<file path="config.mk">
export PLATFORM = sky130hd
export DESIGN_NAME = rci_reset_irq
export DESIGN_NICKNAME = d
export VERILOG_FILES = /design/src/core/rci_reset_irq.v /design/src/core/rci_edge_detect.v
export VERILOG_INCLUDE_DIRS = /design/src /design/src/core
export SDC_FILE = /design/constraint.sdc
export NUM_CORES = 1
export LEC_CHECK = 0
export ABC_CLOCK_PERIOD_IN_PS = 1330
export BUFFER_PORTS_ARGS = -buffer_cell sky130_fd_sc_hd__buf_2
export CAP_MARGIN = 20
export CORE_ASPECT_RATIO = 2
export CORE_UTILIZATION = 40
export CTS_CLUSTER_DIAMETER = 30
export DETAILED_ROUTE_END_ITERATION = 7
export MAX_ROUTING_LAYER = met4
export PLACE_DENSITY_LB_ADDON = 0.15
export SYNTH_ARGS = -nofsm -noshare
export SYNTH_HDL_FRONTEND = slang
export SYNTH_SLANG_ARGS = --single-unit
export TNS_END_PERCENT = 5
</file>
<file path="constraint.sdc">
create_clock -name clock -period 1.33 [get_ports clock]
set_input_delay 0.1995 -clock clock [delete_from_list [all_inputs] [get_ports clock]]
set_output_delay 0.1995 -clock clock [all_outputs]
set_load 0.03 [all_outputs]
</file>
<file path="src/core/rci_map.vh">
/*
 * Constants for the reset-cause and interrupt logic: flag bit positions,
 * reset values and branch addresses.
 * Assumes inclusion by bare name from core design files.
 */
`ifndef RCI_MAP_VH
`define RCI_MAP_VH

// Interrupt flag and mask bit positions
`define RCI_BIT_TIMER       0
`define RCI_BIT_CHANGE      1
`define RCI_BIT_EXT         2
`define RCI_NUM_IRQ         3

// Reset values
`define RCI_FLAGS_RST       3'h0
`define RCI_MASK_RST        3'h0

// Branch addresses
`define RCI_HW_VECTOR       10'h008
`define RCI_SW_VECTOR       10'h001
`define RCI_PC_WIDTH        10

// Port six layout
`define RCI_PORT_WIDTH      8
`define RCI_EXT_PIN         0
`define RCI_RESET_PIN       3

// Reset cause codes
`define RCI_CAUSE_NONE      3'h0
`define RCI_CAUSE_POWER     3'h1
`define RCI_CAUSE_PIN       3'h2
`define RCI_CAUSE_WDOG      3'h3
`define RCI_CAUSE_WAKE      3'h4

`endif

</file>
<file path="src/core/rci_reset_irq.v">
/*
 * Reset-cause status flags and interrupt control for a small 8-bit core.
 * Assumes the instruction sequencer gives one-cycle instruction strobes,
 * and that power-on, reset-pin and watchdog inputs are synchronous.
 */
`timescale 1ns/100ps
`include "rci_map.vh"
module rci_reset_irq
#(
    parameter PORT_W = `RCI_PORT_WIDTH,
    parameter PC_W   = `RCI_PC_WIDTH
)
(
    input  wire              clock,
    input  wire              srst,
    input  wire              power_on,
    input  wire              reset_pin_disable,
    input  wire              reset_pin_n,
    input  wire              watchdog_timeout,
    input  wire              watchdog_clear_instr,
    input  wire              sleep_instr,
    input  wire              enable_interrupts_instr,
    input  wire              disable_interrupts_instr,
    input  wire              return_from_isr_instr,
    input  wire              soft_interrupt_instr,
    input  wire              timer_overflow,
    input  wire [PORT_W-1:0] port6_in,
    input  wire [PORT_W-1:0] port6_dir_input,
    input  wire              port6_read,
    input  wire              ext_int_select,
    input  wire [2:0]        flag_clear,
    input  wire [2:0]        flag_set,
    input  wire              flag_write,
    input  wire [2:0]        flag_wdata,
    input  wire              mask_write,
    input  wire [2:0]        mask_wdata,
    input  wire [PC_W-1:0]   return_pc,
    output wire              core_reset,
    output wire              port6_bit3_gpio,
    output reg               change_wake_q,
    output reg               timeout_q,
    output reg               power_down_q,
    output reg  [2:0]        cause_q,
    output reg  [2:0]        interrupt_flag_register,
    output reg  [2:0]        interrupt_mask_register,
    output reg               global_enable_q,
    output reg               sleeping_q,
    output wire              wake_up,
    output reg               vector_load_q,
    output reg  [PC_W-1:0]   vector_addr_q,
    output reg               push_q,
    output reg  [PC_W-1:0]   push_addr_q
);

    reg              pin_prev_q;
    reg              pin_rst_q;
    reg              wdog_rst_q;
    reg              change_wake_d;
    reg              timeout_d;
    reg              power_down_d;
    reg  [2:0]       cause_d;
    reg  [PORT_W-1:0] port_ref_q;
    wire [PORT_W-1:0] change_sel;
    wire             pin_low;
    wire             pin_rise;
    wire             port_change;
    wire [1:0]       falls;
    wire [2:0]       events;
    wire [2:0]       pending;
    wire             wake_change;
    wire             hw_take;
    wire             sw_take;

    // Pin is ignored when the option makes it a port bit
    assign pin_low         = ~reset_pin_disable & ~reset_pin_n;
    assign port6_bit3_gpio = reset_pin_disable;

    // Reset ends on the rising half of the high-low-high pulse
    assign pin_rise   = pin_prev_q & ~pin_low;
    assign core_reset = power_on | pin_low | watchdog_timeout;

    // Track pin level and hold reset pulses for the cause logic
    always @(posedge clock)
    begin
        if (srst | power_on)
        begin
            pin_prev_q <= 1'b0;
            pin_rst_q  <= 1'b0;
            wdog_rst_q <= 1'b0;
        end
        else
        begin
            pin_prev_q <= pin_low;
            pin_rst_q  <= pin_rise;
            wdog_rst_q <= watchdog_timeout;
        end
    end

    // Change detection on input-direction bits; the external pin counts only while ext_int_select is low
    genvar gi;
    generate
        for (gi = 0; gi < PORT_W; gi = gi + 1)
        begin : g_chg
            if (gi == `RCI_EXT_PIN)
            begin : g_ext
                assign change_sel[gi] = port6_dir_input[gi] & ~ext_int_select
                                      & (port6_in[gi] ^ port_ref_q[gi]);
            end
            else
            begin : g_io
                assign change_sel[gi] = port6_dir_input[gi]
                                      & (port6_in[gi] ^ port_ref_q[gi]);
            end
        end
    endgenerate
    assign port_change = |change_sel;

    // Reference follows reads; software must read before enabling
    always @(posedge clock)
    begin
        if (srst)
            port_ref_q <= {PORT_W{1'b1}};
        else if (port6_read)
            port_ref_q <= port6_in;
    end

    // Rising edge of timer overflow line and falling edge of external pin
    rci_edge_detect
    #(
        .WIDTH (2)
    )
    u_fall
    (
        .clock      (clock),
        .srst       (srst),
        .level_in   ({~ext_int_select | port6_in[`RCI_EXT_PIN], ~timer_overflow}),
        .fall_pulse (falls)
    );

    // Timer event is the rising edge of the overflow strobe
    assign events[`RCI_BIT_TIMER]  = falls[0];
    assign events[`RCI_BIT_CHANGE] = port_change;
    assign events[`RCI_BIT_EXT]    = falls[1];

    // Change wakes only while sleeping and while its mask bit is set
    assign wake_change = sleeping_q & port_change
                       & interrupt_mask_register[`RCI_BIT_CHANGE];
    assign wake_up     = wake_change;

    // Status flags per reset cause and instruction
    always @*
    begin
        change_wake_d = change_wake_q;
        timeout_d     = timeout_q;
        power_down_d  = power_down_q;
        cause_d       = cause_q;
        if (pin_rst_q)
        begin
            change_wake_d = 1'b0;
            cause_d       = `RCI_CAUSE_PIN;
            if (sleeping_q)
            begin
                timeout_d    = 1'b1;
                power_down_d = 1'b0;
            end
        end
        else if (wdog_rst_q)
        begin
            change_wake_d = 1'b0;
            timeout_d     = 1'b0;
            cause_d       = `RCI_CAUSE_WDOG;
            if (sleeping_q)
                power_down_d = 1'b0;
        end
        else if (wake_change)
        begin
            change_wake_d = 1'b1;
            timeout_d     = 1'b1;
            power_down_d  = 1'b0;
            cause_d       = `RCI_CAUSE_WAKE;
        end
        else if (watchdog_clear_instr)
        begin
            timeout_d    = 1'b1;
            power_down_d = 1'b1;
        end
        else if (sleep_instr)
        begin
            timeout_d    = 1'b1;
            power_down_d = 1'b0;
        end
    end

    // Power-on forces the fresh state over everything else
    always @(posedge clock)
    begin
        if (srst | power_on)
        begin
            change_wake_q <= 1'b0;
            timeout_q     <= 1'b1;
            power_down_q  <= 1'b1;
            cause_q       <= `RCI_CAUSE_POWER;
        end
        else
        begin
            change_wake_q <= change_wake_d;
            timeout_q     <= timeout_d;
            power_down_q  <= power_down_d;
            cause_q       <= cause_d;
        end
    end

    // Sleep state: entered by instruction, left by any wake or reset
    always @(posedge clock)
    begin
        if (srst | power_on)
            sleeping_q <= 1'b0;
        else if (pin_rst_q | wdog_rst_q | wake_change)
            sleeping_q <= 1'b0;
        else if (sleep_instr)
            sleeping_q <= 1'b1;
    end

    // Flags; a set in the same cycle as a clear wins so no event is lost
    always @(posedge clock)
    begin
        if (srst | core_reset)
            interrupt_flag_register <= `RCI_FLAGS_RST;
        else if (flag_write)
            interrupt_flag_register <= flag_wdata | events | flag_set;
        else
            interrupt_flag_register <= (interrupt_flag_register & ~flag_clear)
                                     | events | flag_set;
    end

    // Mask register written by the core
    always @(posedge clock)
    begin
        if (srst | core_reset)
            interrupt_mask_register <= `RCI_MASK_RST;
        else if (mask_write)
            interrupt_mask_register <= mask_wdata;
    end

    assign pending = interrupt_flag_register & interrupt_mask_register;

    // Not taken while asleep; wake resumes first, then the branch follows
    assign hw_take = global_enable_q & (|pending) & ~sleeping_q;
    assign sw_take = global_enable_q & soft_interrupt_instr & ~hw_take;

    // Global enable; vectoring clears it so the routine is not re-entered
    always @(posedge clock)
    begin
        if (srst | core_reset)
            global_enable_q <= 1'b0;
        else if (hw_take | sw_take)
            global_enable_q <= 1'b0;
        else if (enable_interrupts_instr | return_from_isr_instr)
            global_enable_q <= 1'b1;
        else if (disable_interrupts_instr)
            global_enable_q <= 1'b0;
    end

    // Branch request to the sequencer, with return address push
    always @(posedge clock)
    begin
        if (srst | core_reset)
        begin
            vector_load_q <= 1'b0;
            vector_addr_q <= {PC_W{1'b0}};
            push_q        <= 1'b0;
            push_addr_q   <= {PC_W{1'b0}};
        end
        else
        begin
            vector_load_q <= hw_take | sw_take;
            push_q        <= hw_take | sw_take;
            if (hw_take | sw_take)
                push_addr_q <= return_pc;
            if (hw_take)
                vector_addr_q <= `RCI_HW_VECTOR;
            else if (sw_take)
                vector_addr_q <= `RCI_SW_VECTOR;
        end
    end

endmodule

</file>
<file path="src/core/rci_edge_detect.v">
/*
 * Falling-edge detector for a vector of synchronous inputs.
 * Assumes inputs already synchronous to clock.
 */
`timescale 1ns/100ps
module rci_edge_detect
#(
    parameter WIDTH = 1
)
(
    input  wire             clock,
    input  wire             srst,
    input  wire [WIDTH-1:0] level_in,
    output wire [WIDTH-1:0] fall_pulse
);

    reg [WIDTH-1:0] prev_q;

    // Previous level; resets high so a low input at release counts as an edge
    always @(posedge clock)
    begin
        if (srst)
            prev_q <= {WIDTH{1'b1}};
        else
            prev_q <= level_in;
    end

    assign fall_pulse = prev_q & ~level_in;

endmodule

</file>
==> results by stage <==
Worst setup path:
- The signal on the critical path passes through xor2_2 > a22oi_2 > a41oi_2 > buf_6.
- The end of the worst register-to-register path is power_down_q.
- The launching element type of the critical path is a flip-flop.
- The critical path's slowest cell is dfxtp_2.
- In this run the worst path has a maximum fanout of 2.
- The critical path is of the reg2out type.
- The slack of the worst reg-to-reg path is -150 ps.
- STA classifies the critical path endpoint as an output pin.
- The cell family contributing the most delay on the critical path is compound AO/OA/AOI/OAI gates.
- Measured in cells, the most critical reg-to-reg path has a length of 6.
- Data on the critical path is required at its endpoint by ~1100 ps.
- The largest single stage delay on the critical path is between 300 and 400 ps.
- Counting both buffers and inverters, the worst setup path holds a total of 1.
- In this run the critical register-to-register path is launched from port_ref_q[4].
- The data arrival at the endpoint of the critical path is between 1000 and 1500 ps.

Power:
- The design draws approximately 2.6 mW.
- Across the VDD grid, the largest voltage drop is 809 uV.
- The static leakage is 1.21 nW.
- Power spread over the standard cell area amounts to approximately 1000 nW/um2.

Global routing:
- The residual overflow from global routing is 0.
- The number of antenna violations at the first check in global routing is 0.
- The global-route wire length before repair is between 6 and 7 mm.
- The number of global-route vias before repair is 1506.
- Entering global routing, the biggest net connects 22 pins.
- The total routing usage reported by global routing is around a fifth.

Synth:
- The most frequently used flop master after synthesis is dfxtp_1.
- The register bit count reported by yosys is 39.
- The mean cell area of the mapped netlist is between 9 and 10 um2.
- The Yosys warning count is 0.
- After Yosys synthesis, XOR and XNOR cells account for under 10% of the synthesized area.
- Summing the areas of all compound-gate instances in the mapped netlist gives 16.7% of the synthesized area.
- The part of the Yosys area used for sequential elements is a little under half.
- In this run the cell area of the synthesized design comes to about 1700 um2.
- The number of cells produced by synthesis is 182.
- The main combinational cell family by area after synthesis is simple AND/OR/NAND/NOR gates.
- The proportion of synthesized flip-flops having asynchronous set or reset is 0%.
- Yosys mapped a number of flops with a built-in enable equal to 0.
- The most area-hungry cell type in the Yosys netlist is dfxtp_1.
- The area share of the largest cell type after synthesis is between 40% and 50%.
- The number of distinct library cell variants in the gate-level netlist after synthesis is slightly above 40.
- After synthesis, the share of cell area in mux cells is ~7.6%.
- In the post-synthesis netlist, the biggest area contributors are dfxtp_1 46%, mux2i_1 7.6%, nand2_1 5.5%, buf_4 4.8%, a211o_1 4.1%.
- The post-synthesis share of cell area spent on full adders, half adders and majority gates is 0%.
- The simple-gate portion of the synthesized area is about 18%.

CTS:
- The library cell used as clock root buffer is clkbuf_8.
- Hold repair after CTS inserted 0 buffers.
- The H-tree was split into 2 levels.
- The register clock-pin slew on the reported worst setup and hold paths is ~80 ps.
- The later-pin clock latency in the skew report is just under 300 ps.
- TritonCTS created 5 clock buffers.
- The maximum count of clock buffers along a single path is 2.
- TritonCTS built the clock tree.
- Clock tree synthesis found a total of 39 sinks.

Die:
- The I/O pin count is 94.
- Once the floorplan was initialized, standard cells occupied between 40% and 50% of the core.
- The area of the die is between 4000 and 5000 um2.
- In this run the vertical extent of the chip is around 94 um.
- The floorplan step set the die width to 48.2 um.
- The number of standard-cell rows in the floorplan is 33.
- The standard cell core area is between 4000 and 5000 um2.

Cells and area:
- The final standard cell count with taps included and fillers excluded is approximately 340.
- The post-route netlist has 49.8% of its cells at a drive strength greater than 1.
- The net count of the finished layout is about 340.
- The filler cells instantiated in the layout total approximately 380.
- The count of antenna diodes in the layout is 0.
- Cells fill just over 60% of the core in the end.
- After routing the design area is around 2500 um2.
- From synthesis to final layout, the design area changed by 46.5%.

STA:
- Setup violations remaining at the end of the flow were counted as 14.
- The hold violation count in the final report is 0.
- The largest clock skew in the final design is 5.56 ps.
- The final cycle utilization of the critical path is 118%.
- Setup repair after global routing could not meet its margin everywhere.
- The slack of the critical path is -241 ps.
- The final critical-path required period is roughly 1600 ps.
- On the final layout, the worst hold slack is about 86 ps.
- For this run, the top clock speed supported by timing is roughly 0.64 GHz.
- The total count of max-transition violations in the final report is 0.

Drt:
- The first-pass iteration count of the detailed router is 4.
- The post-detailed-routing wire length is 4.18 mm.
- The final antenna-violating net count is 0.
- The average wire length per cell after detail routing is 12.4 um.
- The via count is 1607.
- The final routed DRC violation total is 0.
- The number of design-rule violations left by the first detailed-router iteration is 14.
- The via-per-instance ratio is 4.77.

Run:
- The max-capacitance violation count is 0.

Placed design:
- The wire-length estimate of the detail-placed layout is 3.22 mm.
- The number of placed cells counting well taps is between 300 and 400.
- Routability-driven placement finished with a final weighted congestion of between 0.7 and 0.8.
- The placed instances occupy a cell area of approximately 2300 um2.
- The count of buffers inserted at the top-level ports is 85.

Run status:
- The flow ran to the end, but the final reports show violations.
- The final reports fail on setup timing.

Hold path:
- The end of the worst hold path is pin_prev_q.
- The worst hold path depth is 2.
- The launch instance of the worst min-delay path is reset_pin_n.
- The worst hold path belongs to the class in2reg.
-- cells by family after synthesis --
group	after synthesis
AOI/OAI and AO/OA	36
muxes	13
other	1
xor gates and xnor gates	8
DFF	39
and+or+nand+nor	63
buffers and inverters	22
-- power breakdown --
group / switching (mW) / internal [mW] / total, mW
clock: 0.410 / 0.607 / 1.02
sequential: 0.0232 / 1.20 / 1.22
combinational: 0.204 / 0.173 / 0.377
-- through the flow --
stage / TNS, ps / worst slack, ps
6_report: -777 / -241
5_1_grt: -1740 / -309
4_1_cts: -608 / -256
3_5_place_dp: -914 / -86.3
3_3_place_gp: -485 / -41.1
2_1_floorplan: -1400 / -124
-- cells in the final DEF (no fill, tap or decap), types with 8 or more instances in the layout --
master,instances
a211o_1,8
buf_4,18
dfxtp_1,29
nand2_1,25
conb_1,8
nor2_1,12
buf_2,84
dfxtp_2,9
nor2b_1,9
mux2i_1,13
-- worst reg2reg max path, delay by kind of cell, from the launching register on --
kind	cells	cell delay, ps
xor+xnor	1	150
compound gates	3	610
flops	1	340
buf+inv	2	300
-- state kept, by name (all words and copies together), names as in the netlist, 2 cells and up --
signal / cells
u_fall.prev_q: 2
cause_q: 3
interrupt_flag_register: 3
port_ref_q: 8
vector_addr_q: 2
interrupt_mask_register: 3
push_addr_q: 10
-- how the worst max path moves through the flow --
| stage | start | endpoint | cells past startpoint |
|---|---|---|---|
| 6_report | port_ref_q[4] | wake_up | 4 |
| 2_1_floorplan | interrupt_mask_register[0] | push_addr_q[0] | 5 |
| 3_3_place_gp | interrupt_mask_register[0] | push_addr_q[1] | 5 |
| 3_5_place_dp | interrupt_mask_register[0] | push_addr_q[2] | 5 |
| 5_1_grt | port_ref_q[4] | wake_up | 4 |
| 4_1_cts | port_ref_q[0] | wake_up | 4 |
-- final cells by class --
| cell class | instances | area, um2 | area share, % |
|---|---|---|---|
| timing repair buffer | 105 | 598 | 23.9 |
| inverter | 5 | 18.8 | 0.750 |
| clock inverter | 2 | 35.0 | 1.40 |
| multi-input combinational | 128 | 908 | 36.3 |
| sequential | 39 | 796 | 31.8 |
| clock buffer | 6 | 82.6 | 3.30 |
| tap | 52 | 65.1 | 2.60 |
-- layer usage --
metal  vias up  share of wire, %  GRT usage, %
li1        820                 -             -
met1       719                36          19.9
met2        59                56          34.2
met3         9               5.4          5.35
met4         0               2.3          9.03
met5         -                 0             -
-- what timing repair did --
action                                  in CTS  in global routing
endpoints found under the setup margin      19                 20
pin swaps                                    8                  7
resized for setup                           10                 11
setup buffers                                1                  1
-- cell usage after synthesis (2+ instances only) --
| library cell | instances |
|---|---|
| dfxtp_1 | 39 |
| nand2_1 | 25 |
| mux2i_1 | 13 |
| nor2_1 | 13 |
| buf_4 | 11 |
| nor2b_1 | 9 |
| a211o_1 | 8 |
| xor2_1 | 8 |
| a21oi_1 | 7 |
| inv_1 | 5 |
| a22oi_1 | 4 |
| buf_2 | 3 |
| clkbuf_1 | 2 |
| nand3_1 | 2 |
| nor3_1 | 2 |
| nor3b_1 | 2 |
| nor4_1 | 2 |
| o21ai_0 | 2 |
| o21ba_2 | 2 |
| or3_1 | 2 |
(Power assumes the default switching activity.)
